[config.mk]
export PLATFORM = sky130hd
export DESIGN_NAME = dsdec_decoder
export DESIGN_NICKNAME = d
export VERILOG_FILES = /design/src/core/dsdec_pkg.sv /design/src/core/dsdec_decoder.sv /design/src/core/dsdec_page_stack.sv
export SDC_FILE = /design/constraint.sdc
export NUM_CORES = 1
export LEC_CHECK = 0
export ABC_AREA = 1
export CORE_ASPECT_RATIO = 1.75
export CORE_MARGIN = 3
export CORE_UTILIZATION = 58
export CTS_BUF_LIST = sky130_fd_sc_hd__clkbuf_4
export CTS_CLUSTER_DIAMETER = 80
export DETAILED_ROUTE_END_ITERATION = 7
export DONT_BUFFER_PORTS = 1
export GPL_TIMING_DRIVEN = 0
export PLACE_DENSITY_LB_ADDON = 0.08
export SLEW_MARGIN = 10
export SYNTH_ARGS = -nofsm -noshare
export SYNTH_HDL_FRONTEND = slang
export SYNTH_HIERARCHICAL = 1
export SYNTH_SLANG_ARGS = --single-unit
[constraint.sdc]
create_clock -name sys_clk -period 3.05 [get_ports sys_clk]
set_input_delay 0.61 -clock sys_clk [delete_from_list [all_inputs] [get_ports sys_clk]]
set_output_delay 0.61 -clock sys_clk [all_outputs]
set_load 0.01 [all_outputs]
[src/core/dsdec_pkg.sv]
// package: constants and access kinds for the data space decoder
package dsdec_pkg;

   typedef enum logic [2:0] {
      DSDEC_CODE_READ,
      DSDEC_XDATA_READ,
      DSDEC_XDATA_WRITE,
      DSDEC_DATA_BYTE,
      DSDEC_DATA_BIT,
      DSDEC_BANK_REG,
      DSDEC_PUSH,
      DSDEC_POP
   } dsdec_kind_t;

   // program space
   localparam logic [15:0] FLASH_END_32K   = 16'h7FFF;
   localparam logic [15:0] FLASH_END_16K   = 16'h3FFF;
   localparam logic [15:0] LOCK_BYTE_32K   = 16'h7BFF;
   localparam logic [15:0] LOCK_BYTE_16K   = 16'h3FFF;
   // data space
   localparam logic [15:0] EXPANSION_RAM_LAST       = 16'h07FF;
   localparam logic [7:0]  LOWER_RAM_TOP   = 8'h7F;
   localparam logic [7:0]  BIT_BYTE_BASE   = 8'h20;
   localparam logic [7:0]  SP_RESET        = 8'h07;
   // register space pages
   localparam logic [7:0]  PAGE_DEFAULT    = 8'h00;
   localparam logic [7:0]  PAGE_CAN        = 8'h0C;
   localparam logic [7:0]  PAGE_CONFIG     = 8'h0F;
   localparam logic [7:0]  PAGE_CTRL_RESET = 8'h01;
   localparam int          PAGE_EN_BIT     = 0;
   // register addresses kept in this block
   localparam logic [7:0]  ADDR_SP         = 8'h81;
   localparam logic [7:0]  ADDR_PAGE_CTRL  = 8'h84;
   localparam logic [7:0]  ADDR_PAGE_MID   = 8'h85;
   localparam logic [7:0]  ADDR_PAGE_BOT   = 8'h86;
   localparam logic [7:0]  ADDR_PAGE_SEL   = 8'hA7;
   // registers present on every page
   localparam logic [7:0]  ADDR_PORT0      = 8'h80;
   localparam logic [7:0]  ADDR_PORT1      = 8'h90;
   localparam logic [7:0]  ADDR_PORT2      = 8'hA0;
   localparam logic [7:0]  ADDR_PORT3      = 8'hB0;
   localparam logic [7:0]  ADDR_STATUS     = 8'hD0;
   localparam logic [7:0]  ADDR_ACCUM      = 8'hE0;
   localparam logic [7:0]  ADDR_SECOND_ACC = 8'hF0;
   // page stack write selects
   localparam logic [1:0]  SEL_PAGE        = 2'h0;
   localparam logic [1:0]  SEL_MID         = 2'h1;
   localparam logic [1:0]  SEL_BOT         = 2'h2;
   localparam logic [1:0]  SEL_CTRL        = 2'h3;

endpackage

[src/core/dsdec_decoder.sv]
// top: program and data space decoder with stack pointer and paged registers
//
// Summary of operation
// - flash from zero, 32k or 16k top
// - lock byte location; above it reserved
// - code reads flash; xdata write retargetable
// - 256 internal plus 2048 expansion bytes
// - lower 128 bytes direct and indirect
// - above 0x7F: direct registers, indirect RAM
// - four banks of eight, status bits select
// - bytes 0x20-0x2F map to 128 bits
// - bit versus byte from operand type
// - push writes pointer plus one, increments
// - reset pointer to 0x07
// - direct 0x80-0xFF goes to registers
// - addresses ending 0 or 8 bit-addressable
// - 256 pages, three populated
// - interrupt entry pushes page stack
// - interrupt return pops, bottom reads zero
// - software stack writes never push/pop
// - entry page zero, network irq 0x0C
// - autopaging enable bit, reset enabled
// - all-page registers ignore page select
// - bank bits map to byte ranges
`timescale 1ns/100ps
module dsdec_decoder (
   input  wire logic                 sys_clk,
   input  wire logic                 rst,
   input  wire logic                 flash_32k_mode,
   input  wire logic                 xdata_to_flash,
   input  wire logic                 bank_select_low,
   input  wire logic                 bank_select_high,
   input  wire logic                 req_valid,
   input  wire dsdec_pkg::dsdec_kind_t req_kind,
   input  wire logic                 req_indirect,
   input  wire logic                 req_write,
   input  wire logic [15:0]          req_addr,
   input  wire logic [7:0]           req_wdata,
   input  wire logic                 irq_entry,
   input  wire logic                 area_network_controller_irq,
   input  wire logic                 interrupt_return,
   output logic                      rsp_valid,
   output logic                      flash_sel,
   output logic                      flash_write,
   output logic                      lock_byte_hit,
   output logic                      reserved_hit,
   output logic [15:0]               flash_addr,
   output logic                      expansion_ram_sel,
   output logic [10:0]               expansion_ram_addr,
   output logic                      iram_sel,
   output logic [7:0]                iram_addr,
   output logic                      sfr_sel,
   output logic [7:0]                sfr_addr,
   output logic [7:0]                sfr_page,
   output logic                      sfr_page_populated,
   output logic                      bit_access,
   output logic [2:0]                bit_index,
   output logic                      mem_write,
   output logic [7:0]                mem_wdata,
   output logic                      local_hit,
   output logic [7:0]                local_rdata,
   output logic [7:0]                stack_pointer,
   output logic [7:0]                page_select_reg,
   output logic [7:0]                page_stack_middle,
   output logic [7:0]                page_stack_bottom,
   output logic [7:0]                page_control_reg
);
   typedef struct packed {
      logic        sp;
      logic [7:0]  sp_val;
      logic        rsp;
      logic        fsel;
      logic        fwr;
      logic        lock;
      logic        rsvd;
      logic [15:0] faddr;
      logic        xsel;
      logic [10:0] xaddr;
      logic        isel;
      logic [7:0]  iaddr;
      logic        ssel;
      logic [7:0]  saddr;
      logic [7:0]  spage;
      logic        spop;
      logic        bit_acc;
      logic [2:0]  bidx;
      logic        wr;
      logic [7:0]  wdata;
      logic        lhit;
      logic [7:0]  lrdata;
   } dsdec_state_t;

   dsdec_state_t q_reg;
   dsdec_state_t q_next;

   logic [1:0]  bank;
   logic        direct_sfr;
   logic [7:0]  byte_addr;
   logic        page_wr_en;
   logic [1:0]  page_wr_sel;
   logic        sp_wr_en;
   logic [15:0] flash_end;
   logic [15:0] lock_addr;

   // registers that answer whatever page is selected
   function automatic logic all_pages(input logic [7:0] a);
      all_pages = (a == dsdec_pkg::ADDR_PORT0) || (a == dsdec_pkg::ADDR_PORT1)
               || (a == dsdec_pkg::ADDR_PORT2) || (a == dsdec_pkg::ADDR_PORT3)
               || (a == dsdec_pkg::ADDR_SP) || (a == dsdec_pkg::ADDR_PAGE_SEL)
               || (a == dsdec_pkg::ADDR_STATUS) || (a == dsdec_pkg::ADDR_ACCUM)
               || (a == dsdec_pkg::ADDR_SECOND_ACC);
   endfunction

   // a register address matches when on all pages or when the config page is selected
   function automatic logic page_match(input logic [7:0] a, input logic [7:0] want, input logic [7:0] page);
      page_match = (all_pages(a) || page == dsdec_pkg::PAGE_CONFIG) && (a == want);
   endfunction

   function automatic logic populated(input logic [7:0] p);
      populated = (p == dsdec_pkg::PAGE_DEFAULT) || (p == dsdec_pkg::PAGE_CAN) || (p == dsdec_pkg::PAGE_CONFIG);
   endfunction

   assign bank       = {bank_select_high, bank_select_low};
   assign byte_addr  = req_addr[7:0];
   assign direct_sfr = byte_addr[7] && !req_indirect;
   assign flash_end  = flash_32k_mode ? dsdec_pkg::FLASH_END_32K : dsdec_pkg::FLASH_END_16K;
   assign lock_addr  = flash_32k_mode ? dsdec_pkg::LOCK_BYTE_32K : dsdec_pkg::LOCK_BYTE_16K;

   // software byte writes into the locally held registers
   always_comb begin
      page_wr_en  = 1'b0;
      page_wr_sel = dsdec_pkg::SEL_PAGE;
      sp_wr_en    = 1'b0;
      if (req_valid && req_kind == dsdec_pkg::DSDEC_DATA_BYTE && req_write && direct_sfr) begin
         if (page_match(byte_addr, dsdec_pkg::ADDR_SP, page_select_reg)) begin
            sp_wr_en = 1'b1;
         end else if (page_match(byte_addr, dsdec_pkg::ADDR_PAGE_SEL, page_select_reg)) begin
            page_wr_en = 1'b1;
         end else if (page_match(byte_addr, dsdec_pkg::ADDR_PAGE_MID, page_select_reg)) begin
            page_wr_en  = 1'b1;
            page_wr_sel = dsdec_pkg::SEL_MID;
         end else if (page_match(byte_addr, dsdec_pkg::ADDR_PAGE_BOT, page_select_reg)) begin
            page_wr_en  = 1'b1;
            page_wr_sel = dsdec_pkg::SEL_BOT;
         end else if (page_match(byte_addr, dsdec_pkg::ADDR_PAGE_CTRL, page_select_reg)) begin
            page_wr_en  = 1'b1;
            page_wr_sel = dsdec_pkg::SEL_CTRL;
         end
      end
   end

   always_comb begin
      q_next         = q_reg;
      q_next.rsp     = 1'b0;
      q_next.fsel    = 1'b0;
      q_next.fwr     = 1'b0;
      q_next.lock    = 1'b0;
      q_next.rsvd    = 1'b0;
      q_next.xsel    = 1'b0;
      q_next.isel    = 1'b0;
      q_next.ssel    = 1'b0;
      q_next.bit_acc = 1'b0;
      q_next.wr      = 1'b0;
      q_next.lhit    = 1'b0;
      q_next.spop    = populated(page_select_reg);
      if (req_valid) begin
         q_next.rsp   = 1'b1;
         // write data holds until the next request, not the idle bus value
         q_next.wdata = req_wdata;
         case (req_kind)
            dsdec_pkg::DSDEC_CODE_READ, dsdec_pkg::DSDEC_XDATA_WRITE: begin
               // code reads hit flash unless reserved; xdata writes only when retargeted
               if (req_kind == dsdec_pkg::DSDEC_CODE_READ || xdata_to_flash) begin
                  q_next.faddr = req_addr;
                  q_next.fwr   = (req_kind == dsdec_pkg::DSDEC_XDATA_WRITE);
                  q_next.lock  = (req_addr == lock_addr);
                  q_next.rsvd  = (req_addr > flash_end) || (flash_32k_mode && req_addr > lock_addr);
                  q_next.fsel  = !q_next.rsvd;
               end else begin
                  q_next.xaddr = req_addr[10:0];
                  q_next.wr    = 1'b1;
                  q_next.rsvd  = (req_addr > dsdec_pkg::EXPANSION_RAM_LAST);
                  q_next.xsel  = !q_next.rsvd;
               end
            end
            dsdec_pkg::DSDEC_XDATA_READ: begin
               q_next.xaddr = req_addr[10:0];
               q_next.rsvd  = (req_addr > dsdec_pkg::EXPANSION_RAM_LAST);
               q_next.xsel  = !q_next.rsvd;
            end
            dsdec_pkg::DSDEC_DATA_BYTE: begin
               q_next.wr = req_write;
               if (direct_sfr) begin
                  // unoccupied addresses are passed on unchecked
                  q_next.ssel  = 1'b1;
                  q_next.saddr = byte_addr;
                  q_next.spage = all_pages(byte_addr) ? dsdec_pkg::PAGE_DEFAULT : page_select_reg;
                  q_next.lhit  = page_match(byte_addr, dsdec_pkg::ADDR_SP, page_select_reg)
                              || page_match(byte_addr, dsdec_pkg::ADDR_PAGE_SEL, page_select_reg)
                              || page_match(byte_addr, dsdec_pkg::ADDR_PAGE_MID, page_select_reg)
                              || page_match(byte_addr, dsdec_pkg::ADDR_PAGE_BOT, page_select_reg)
                              || page_match(byte_addr, dsdec_pkg::ADDR_PAGE_CTRL, page_select_reg);
                  case (1'b1)
                     (byte_addr == dsdec_pkg::ADDR_SP): q_next.lrdata = q_reg.sp_val;
                     (byte_addr == dsdec_pkg::ADDR_PAGE_SEL): q_next.lrdata = page_select_reg;
                     (byte_addr == dsdec_pkg::ADDR_PAGE_MID): q_next.lrdata = page_stack_middle;
                     (byte_addr == dsdec_pkg::ADDR_PAGE_BOT): q_next.lrdata = page_stack_bottom;
                     default: q_next.lrdata = page_control_reg;
                  endcase
               end else begin
                  q_next.isel  = 1'b1;
                  q_next.iaddr = byte_addr;
               end
            end
            dsdec_pkg::DSDEC_DATA_BIT: begin
               // operand type alone makes this a bit access
               q_next.bit_acc = 1'b1;
               q_next.wr      = req_write;
               q_next.bidx    = byte_addr[2:0];
               if (byte_addr <= dsdec_pkg::LOWER_RAM_TOP) begin
                  q_next.isel  = 1'b1;
                  q_next.iaddr = dsdec_pkg::BIT_BYTE_BASE + {4'h0, byte_addr[6:3]};
               end else begin
                  // only bytes ending in 0 or 8 carry bit addresses
                  q_next.ssel  = 1'b1;
                  q_next.saddr = {byte_addr[7:3], 3'h0};
                  q_next.spage = all_pages(q_next.saddr) ? dsdec_pkg::PAGE_DEFAULT : page_select_reg;
               end
            end
            dsdec_pkg::DSDEC_BANK_REG: begin
               q_next.wr    = req_write;
               q_next.isel  = 1'b1;
               q_next.iaddr = {3'h0, bank, byte_addr[2:0]};
            end
            dsdec_pkg::DSDEC_PUSH: begin
               q_next.wr     = 1'b1;
               q_next.isel   = 1'b1;
               q_next.iaddr  = q_reg.sp_val + 8'h01;
               q_next.sp_val = q_reg.sp_val + 8'h01;
            end
            dsdec_pkg::DSDEC_POP: begin
               q_next.isel   = 1'b1;
               q_next.iaddr  = q_reg.sp_val;
               q_next.sp_val = q_reg.sp_val - 8'h01;
            end
            default: q_next.rsp = 1'b0;
         endcase
      end
      if (sp_wr_en) begin
         q_next.sp_val = req_wdata;
      end
   end

   always_ff @(posedge sys_clk) begin
      if (rst) begin
         q_reg        <= '0;
         q_reg.sp_val <= dsdec_pkg::SP_RESET;
      end else begin
         q_reg <= q_next;
      end
   end

   dsdec_page_stack u_page_stack (
      .sys_clk                     (sys_clk),
      .rst                         (rst),
      .irq_entry                   (irq_entry),
      .area_network_controller_irq (area_network_controller_irq),
      .interrupt_return            (interrupt_return),
      .wr_en                       (page_wr_en),
      .wr_sel                      (page_wr_sel),
      .wr_data                     (req_wdata),
      .page_select_reg             (page_select_reg),
      .page_stack_middle           (page_stack_middle),
      .page_stack_bottom           (page_stack_bottom),
      .page_control_reg            (page_control_reg)
   );

   assign rsp_valid          = q_reg.rsp;
   assign flash_sel          = q_reg.fsel;
   assign flash_write        = q_reg.fwr;
   assign lock_byte_hit      = q_reg.lock;
   assign reserved_hit       = q_reg.rsvd;
   assign flash_addr         = q_reg.faddr;
   assign expansion_ram_sel           = q_reg.xsel;
   assign expansion_ram_addr          = q_reg.xaddr;
   assign iram_sel           = q_reg.isel;
   assign iram_addr          = q_reg.iaddr;
   assign sfr_sel            = q_reg.ssel;
   assign sfr_addr           = q_reg.saddr;
   assign sfr_page           = q_reg.spage;
   assign sfr_page_populated = q_reg.spop;
   assign bit_access         = q_reg.bit_acc;
   assign bit_index          = q_reg.bidx;
   assign mem_write          = q_reg.wr;
   assign mem_wdata          = q_reg.wdata;
   assign local_hit          = q_reg.lhit;
   assign local_rdata        = q_reg.lrdata;
   assign stack_pointer      = q_reg.sp_val;

   logic req_push;
   logic req_pop;
   assign req_push = req_valid && req_kind == dsdec_pkg::DSDEC_PUSH;
   assign req_pop  = req_valid && req_kind == dsdec_pkg::DSDEC_POP;
endmodule

[src/core/dsdec_page_stack.sv]
// three-byte register page stack with automatic paging control
`timescale 1ns/100ps
module dsdec_page_stack (
   input  wire logic       sys_clk,
   input  wire logic       rst,
   input  wire logic       irq_entry,
   input  wire logic       area_network_controller_irq,
   input  wire logic       interrupt_return,
   input  wire logic       wr_en,
   input  wire logic [1:0] wr_sel,
   input  wire logic [7:0] wr_data,
   output logic      [7:0] page_select_reg,
   output logic      [7:0] page_stack_middle,
   output logic      [7:0] page_stack_bottom,
   output logic      [7:0] page_control_reg
);
   typedef struct packed {
      logic [7:0] page;
      logic [7:0] mid;
      logic [7:0] bot;
      logic       en;
   } dsdec_stack_t;

   dsdec_stack_t q_reg;
   dsdec_stack_t q_next;
   logic         auto_on;

   assign auto_on = q_reg.en;

   always_comb begin
      q_next = q_reg;
      if (wr_en) begin
         case (wr_sel)
            dsdec_pkg::SEL_PAGE: q_next.page = wr_data;
            dsdec_pkg::SEL_MID: q_next.mid = wr_data;
            dsdec_pkg::SEL_BOT: q_next.bot = wr_data;
            default: q_next.en = wr_data[dsdec_pkg::PAGE_EN_BIT];
         endcase
      end
      // hardware movement wins over a software write in the same cycle
      if (auto_on && irq_entry) begin
         q_next.bot  = q_reg.mid;
         q_next.mid  = q_reg.page;
         q_next.page = area_network_controller_irq ? dsdec_pkg::PAGE_CAN : dsdec_pkg::PAGE_DEFAULT;
      end else if (auto_on && interrupt_return) begin
         q_next.page = q_reg.mid;
         q_next.mid  = q_reg.bot;
         q_next.bot  = dsdec_pkg::PAGE_DEFAULT;
      end
   end

   always_ff @(posedge sys_clk) begin
      if (rst) begin
         q_reg.page <= dsdec_pkg::PAGE_DEFAULT;
         q_reg.mid  <= dsdec_pkg::PAGE_DEFAULT;
         q_reg.bot  <= dsdec_pkg::PAGE_DEFAULT;
         q_reg.en   <= dsdec_pkg::PAGE_CTRL_RESET[dsdec_pkg::PAGE_EN_BIT];
      end else begin
         q_reg <= q_next;
      end
   end

   assign page_select_reg   = q_reg.page;
   assign page_stack_middle = q_reg.mid;
   assign page_stack_bottom = q_reg.bot;
   assign page_control_reg  = {7'h00, q_reg.en};
endmodule

==> results of run 1 <==
-- metal layers --
metal,global-route usage,vias to the layer above,part of all wire
li1,-,3147,-
met1,0.3240,3006,0.33
met2,0.6316,289,0.54
met3,0.09692,74,0.080
met4,0.1877,0,0.050
met5,0,-,0
-- Yosys cell counts, types with 4 or more instances --
library cell,instances,share of area
a21oi_1,51,0.040
buf_2,13,0.010
buf_4,13,0.015
buf_6,6,0.011
clkbuf_1,14,0.0082
dfxtp_1,115,0.36
ha_1,4,0.0079
inv_1,70,0.041
inv_2,15,0.0088
nand2_1,273,0.16
nand2_2,10,0.0098
nand2_4,6,0.011
nand3_1,112,0.088
nand3b_1,30,0.035
nand4_1,7,0.0069
nor2_1,122,0.072
nor2_2,7,0.0069
nor2_4,7,0.012
nor3_1,9,0.0071
o211ai_1,7,0.0082
o21ai_0,37,0.029
o21ai_1,6,0.0047
xor2_1,4,0.0055
-- worst register-to-register path, cell delays in order (launching register included) --
cell	delay, ps
dfxtp_1	620
inv_1	120
nor3_1	200
nand2_1	120
nand3_1	150
nand2_1	120
nand3_1	120
nand2_1	50
inv_1	60
buf_4	170
nand3_2	250
nand2_1	410
nand2_1	150
nor2_1	120
nor2_1	50
-- stage by stage --
step / TNS (ps) / total power, mW
6_report: 0 / 3.323
5_1_grt: 0 / 3.459
4_1_cts: 0 / 3.333
3_5_place_dp: -127.9 / 2.073
3_3_place_gp: -98.38 / 2.069
2_1_floorplan: 0 / 1.961
-- logic make-up after synthesis --
family                     Yosys count  synth area share
AOI/OAI and AO/OA                  115            0.1004
xor gates and xnor gates             5          0.006875
adders and majority gates            4          0.007857
buffers and inverters              134           0.09664
DFF                                115            0.3614
other                                1         0.0005887
and+or+nand+nor                    592            0.4262
-- power by group --
group	switching [mW]	leakage, nW	internal, mW
combinational	0.258	2.12	0.132
sequential	0.0938	0.938	1.56
clock	0.684	0.166	0.593
total	1.04	3.23	2.29
-- how the worst max path moves through the flow --
stage                                                   end                       startpoint  cells past startpoint
final                     u_page_stack/page_stack_middle[2]  u_page_stack/page_select_reg[1]                     14
after global routing      u_page_stack/page_stack_middle[2]  u_page_stack/page_select_reg[1]                     14
after CTS                 u_page_stack/page_stack_middle[2]  u_page_stack/page_select_reg[1]                     14
after detailed placement  u_page_stack/page_stack_middle[2]                      req_addr[1]                     18
after global placement    u_page_stack/page_stack_middle[2]                      req_addr[4]                     17
after floorplan           u_page_stack/page_stack_middle[0]                      req_addr[1]                     18
-- cell usage in the layout (no fill, tap or decap), types with 6 or more instances in the layout --
| master | instances |
|---|---|
| nand3_1 | 112 |
| nand2_1 | 273 |
| a21oi_1 | 51 |
| o21ai_0 | 37 |
| inv_2 | 15 |
| inv_1 | 70 |
| dfxtp_1 | 115 |
| buf_2 | 13 |
| nor2_1 | 122 |
| clkbuf_4 | 17 |
| nor2_4 | 7 |
| nand2_4 | 6 |
| inv_6 | 9 |
| buf_4 | 13 |
| nand2_2 | 10 |
| buf_6 | 6 |
| nand3b_1 | 30 |
| nor2_2 | 7 |
| o211ai_1 | 7 |
| nor3_1 | 9 |
| conb_1 | 7 |
| o21ai_1 | 6 |
| nand4_1 | 7 |
| clkbuf_1 | 14 |
-- final cells by class --
type,count,area share
tap,130,0.02365
multi-input combinational,723,0.5052
inverter,87,0.04784
antenna,1,0.0003638
sequential,115,0.3347
clock inverter,15,0.02802
buffer,47,0.04166
clock buffer,17,0.01856
==> impl_results.md, run 1 <==
- Yosys reg bits: 115
- IR drop worst, VDD: 361.5 µV
- Placed Cells: 1,102
- Status: finished clean
- Synthesized area per cell: 6.594 µm²
- H-tree Lvls: 4
- Finished Cell Area: 0.006878 mm²
- Cell at the slowest stage of the critical path: dfxtp_1
- Die Wd: 85.22 µm
- Worst min-delay path category: primary input to flip-flop
- CTS tree: done
- Prevailing post-synth register cell: dfxtp_1
- Drt first-iter violations: 427
- Max reg flops: 16
- Number of flops mapped to enable cells by yosys: 0
- Cell mode on critical path: nand2_1
- Via count: 6,516
- Min-Delay Startpoint: req_wdata[3]
- Worst clock skew: 23.61 ps
- Pin count of the biggest net entering global routing: 17
- CP Launch Type: flip-flop
- Fmax: 0.3597 GHz
- # IOs: 161
- RR Endpoint: u_page_stack/page_stack_middle[2]
- Power density over the cells: 483.1 mW/mm²
- Final worst slack: 269.7 ps
- Final hold vios: 0
- Slew margin rel.: 0.5274
- Starting density of the core: 0.5954
- Nets: 1,034
- Max-Cap Viols: 0
- Post-CTS setup buffers: 0
- FF-to-FF setup slack: 270 ps
- Cts repair resizes: 0
- Die extent in y: 144.6 µm
- Worst slew pin tran: 708.9 ps
- DR DRC count: 0
- Area after DPL: 0.006555 mm²
- Worst Hold End: mem_wdata[3]
- Max Slew Vio Count: 0
- Non-Filler Instances: 1,135
- WP data required: 3500 ps
- RSZ-0062 raised after global routing: false
- Core Region: 0.01070 mm²
- Cell Chain, Critical Path: inv_1 -> nor3_1 -> nand2_1 -> nand3_1 -> nand2_1 -> nand3_1 -> nand2_1 -> inv_1 -> buf_4 -> nand3_2 -> nand2_1 -> nand2_1 -> nor2_1 -> nor2_1
- CTS Buf Count: 17
- Initial antenna violation count: 1
- Routed vias/inst: 5.741
- CP max FO: 10
- Worst Hold Depth: 2
- Leak: 3.228 nW
- Synthesized cell area: 0.006370 mm²
- Worst hold-check slack: 213.7 ps
- Setup crit end kind: flip-flop
- HPWL after DPL: 16,280 µm
- Clock period minus final worst setup slack: 2780 ps
- GP Congestion: 0.9662
- Post-DRT Antenna Nets: 0
- Placement Setup Slack: -77.21 ps
- Clk pin slew, worst setup/hold paths: 130 ps
- Layout cell share with drive strength beyond 1: 0.1195
- Clk sinks: 115
- Crit Path Class: flip-flop to flip-flop
- Number of port buffers: 0
- Clock Tree Buf Depth: 2
- CP top delay family: simple AND/OR/NAND/NOR gates
- First-pass GRT wire length: 32,130 µm
- Yosys cell types: 42
- R2R Path Start: u_page_stack/page_select_reg[1]
- Die area: 0.01233 mm²
- WL/cell: 18.41 µm
- Buf+Inv Stages, Crit Path: 3
- Sequential fraction of the synthesis area: 0.3614
- Post-Synthesis Cells: 966
- Post-Route WL: 20,890 µm
- Final setup fails: 0
- Clk_lat worst skew: 530 ps
- Gr ovfl total: 0
- Row count: 50
- CTS Root Cell: clkbuf_4
- Final worst path period share: 0.9116
- Ys Warns: 6
- Area Overhead vs Synth: 7.975%
- Post-CTS Hold Buffers: 0
- Core Util, Final: 0.6429
- Slowest stage delay, CP: 620 ps
- Drt pass-1 iters: 5
- WP data arrival: 3230 ps
- Vias in the first global route: 6,169
- Worst reg-to-reg path cell count: 14
- Multi-input gate area: 0.003475 mm²
- Fill count: 1,093
- Ys async rst share: 0
- All-Layer GR Usage: 0.3370
- Area taken by flip-flops and latches: 0.002302 mm²
No activity file was read; power rests on OpenSTA's default activity.
==> run 2, diff against run 1 <==
Settings changed: ABC_AREA 1 to default, CORE_UTILIZATION 58 to 40.
Clock period 3.05 ns to 2.9 ns, I/O delays scaled along.
==> run 2 against run 1 <==
Compared with the run above:
- the run now ends with DRC left
- first-iteration DRC count is 28% lower
- total power shrank 0.40%
- routed wire length is 8.5% higher
- worst hold slack lost 120 ps
- final cell count shrank 18%
- combinational power fell by 2%
- die area increased by 33%
==> impl_results.md, run 2 <==
- Status: finished, violations left
- Failing checks: DRC
- Worst clock skew: 19.52 ps (-4.090 ps)
- Critical path depth in cells: 9 (-5)
- Number of flops mapped to enable cells by yosys: 0 (unchanged)
- Worst reg-to-reg path cell count: 8 (-6)
- Top-area cell type share of the netlist area: 0.3870 (+0.02562)
- Starting density of the core: 0.4119 (-0.1836)
- Row count: 58 (+16%)
- IR drop worst, VDD: 195.6 µV (-46%)
- Final setup fails: 0 (unchanged)
- Routed vias/inst: 6.060 (+5.6%)
- Gate power share: 0.116 (about the same)
- Setup crit end kind: flip-flop
- CP max FO: 10 (unchanged)
- WP data required: 3340 ps (-160 ps)
- Layout cell share with drive strength beyond 1: 0.1311 (+0.01160)
- Dominant cell type by area after synthesis: dfxtp_1
- Max-Cap Viols: 0 (unchanged)
- All-Layer GR Usage: 0.2739 (-0.06315)
- Final worst path period share: 0.9084
- Via count: 5,672 (-13%)
- Post-DRT Antenna Nets: 0 (unchanged)
- DR DRC count: 2 (+2)
- Core Region: 0.01444 mm² (+35%)
- CTS Root Cell: clkbuf_4
- Reg power frac: 0.523 (+0.025)
- Worst slew pin tran: 1004 ps (+294.8 ps)
- Slew margin rel.: 0.3268 (-0.2006)
- Min-Delay Startpoint: req_addr[11]
- Most common cell after layout, fill and taps aside: dfxtp_1
- Die area: 0.01643 mm² (+33%)
- CP top delay family: compound AO/OA/AOI/OAI gates
- Commonest cells post-synth: dfxtp_1, nor2_1, nand2_1
- Cell mode on critical path: o21ai_0
- FF-to-FF setup slack: 300 ps (+30 ps)
- Post-Synthesis Cells: 715 (-26%)
- Nets: 785 (-24%)
- # IOs: 161 (unchanged)
- Crit Path Class: primary input to flip-flop
- Top cells by area, synth: dfxtp_1, mux2i_1, nor2_1
- First-pass GRT wire length: 34,490 µm (+7.4%)
- Placed Cells: 901 (-18%)
- WL/cell: 24.22 µm (+32%)
- Gr ovfl total: 0 (unchanged)
- Ys Warns: 6 (unchanged)
- Max Slew Vio Count: 0 (unchanged)
- Pin count of the biggest net entering global routing: 17 (unchanged)
- Yosys reg bits: 115 (unchanged)
- Ys async rst share: 0 (unchanged)
- Most frequent cells in the layout: dfxtp_1, nor2_1, nand2_1
- Count leader, synth: dfxtp_1
- Sw frac: 0.3286 (+0.01702)
- Slowest stage delay, CP: 550 ps (-70 ps)
- R2R Path Start: u_page_stack/page_select_reg[5]
- Clock period minus final worst setup slack: 2635 ps
- Fmax: 0.3796 GHz
- Clk pwr share: 0.361 (-0.023)
- Final hold vios: 0 (unchanged)
- Worst Hold Depth: 1 (-1)
- CTS tree: done
- Clk_lat worst skew: 560 ps (+30 ps)
- Initial antenna violation count: 1 (unchanged)
- Post-Route WL: 22,670 µm (+8.5%)
- Power density over the cells: 507.7 mW/mm² (+5.1%)
- Die Wd: 98.18 µm (+15%)
- RSZ-0062 raised after global routing: false
- Cell Chain, Critical Path: buf_2 -> or4b_4 -> a211oi_4 -> o21ai_0 -> a21boi_2 -> buf_4 -> or3b_4 -> o21ai_0 -> a311oi_1
- CP Launch Type: primary input
- Synthesized cell area: 0.005948 mm² (-6.6%)
- Drt pass-1 iters: 7 (+2)
- Number of port buffers: 0 (unchanged)
- Worst hold-check slack: 96.90 ps (-116.8 ps)
- Clock Tree Buf Depth: 2 (unchanged)
- Clk pin slew, worst setup/hold paths: 120 ps (about the same)
- Prevailing post-synth register cell: dfxtp_1
- Worst Hold End: expansion_ram_sel
- Cell at the slowest stage of the critical path: or4b_4
- CTS Buf Count: 17 (unchanged)
- Drt first-iter violations: 307 (-28%)
- WP data arrival: 3080 ps (-150 ps)
- P_sw: 1.087 mW (+5.0%)
- Synthesized area per cell: 8.319 µm² (+26%)
- Buf+Inv Stages, Crit Path: 2 (-1)
- Worst min-delay path category: primary input to flip-flop
- RR Endpoint: u_page_stack/page_select_reg[3]
- Non-Filler Instances: 936 (-18%)
- Max reg flops: 16 (unchanged)
- HPWL after DPL: 17,360 µm (+6.6%)
- H-tree Lvls: 4 (unchanged)
- Area Overhead vs Synth: 9.571%
- P_int: 2.222 mW (-2.9%)
- Leak: 2.387 nW (-26%)
- Sequential fraction of the synthesis area: 0.3870 (+0.02562)
- Yosys cell types: 72 (+71%)
- Vias in the first global route: 5,667 (-8.1%)
- GP Congestion: 0.9416 (-2.5%)
- Clk sinks: 115 (unchanged)
- Die extent in y: 167.3 µm (+16%)
-- run 2: cell count changes after synthesis, sizes merged, moves of 12 or more --
cell    before  now
a21oi       52   37
clkbuf      14   38
nand2b       0   12
inv         86   17
mux2i        0   31
nand2      289   60
nor3         9   42
nand3      114   32
nor2       138   67
or3          0   14
nand3b      31    4
a211oi       0   16
a311oi       0   12
-- run 2: power groups by stage --
stage	Combinational (mW)	Clock, mW	Sequential, mW
final	0.382	1.20	1.73
after global routing	0.423	1.29	1.74
after CTS	0.377	1.22	1.73
after detailed placement	0.374	0	1.77
after global placement	0.368	0	1.77
after floorplan	0.285	0	1.73
-- run 2: repair_timing --
action                                  4_1_cts  5_1_grt
endpoints found under the setup margin       17       23
hold buffers                                  0        0
pin swaps                                     0        2
buffers inserted                              0        2
gates resized for setup                       3        1
-- run 2: through the flow --
step                  util  TNS (ps)  power (mW)  instance area (µm²)  setup WS [ps]
floorplan                -         0       2.019                 5982          8.026
global placement    0.4298    -13710       2.137                 6207         -624.1
detailed placement  0.4298    -14850       2.143                 6207         -676.2
CTS                 0.4496         0       3.330                 6492          146.5
global route        0.4513         0       3.449                 6518          54.19
finish              0.4513         0       3.309                 6518          265.5
-- run 2: layout make-up --
cell class              instances  area [µm²]
clock buffers                  17       127.6
diodes                          1       2.502
plain buffers                  72       360.3
multi-input cells             517        3272
flip-flops and latches        115        2302
repair buffers                  2       15.01
inverters                      17       63.81
well taps                     180       225.2
fillers                      1460        7924
clock inverters                15       148.9
-- run 2: how the worst max path moves through the flow --
| stage | from | end | slack, ps |
|---|---|---|---|
| detailed placement | req_addr[2] | u_page_stack/page_select_reg[3] | -680 |
| global route | req_kind[1] | u_page_stack/page_stack_middle[2] | 50 |
| finish | req_addr[6] | u_page_stack/page_select_reg[3] | 270 |
| global placement | req_addr[2] | u_page_stack/page_select_reg[3] | -620 |
| CTS | req_addr[6] | u_page_stack/page_select_reg[0] | 150 |
| floorplan | req_addr[4] | u_page_stack/page_select_reg[2] | 8 |
-- run 2: metal layers --
layer / routed length [µm] / part of all wire / track usage
met3: 1746 / 0.077 / 0.07295
met1: 7746 / 0.34 / 0.2730
met2: 12400 / 0.55 / 0.5228
met5: 0 / 0 / 0
met4: 779 / 0.034 / 0.1165
-- run 2: cells by family after synthesis --
kind of cell             share of synthesized area
AND/OR/NAND/NOR                             0.2524
AO/OA/AOI/OAI                               0.2061
flip-flops                                  0.3870
buffers and inverters                      0.07068
multiplexers                               0.05406
XOR/XNOR                                   0.02061
adder cells (fa/ha/maj)                   0.008414
other                                    0.0006304
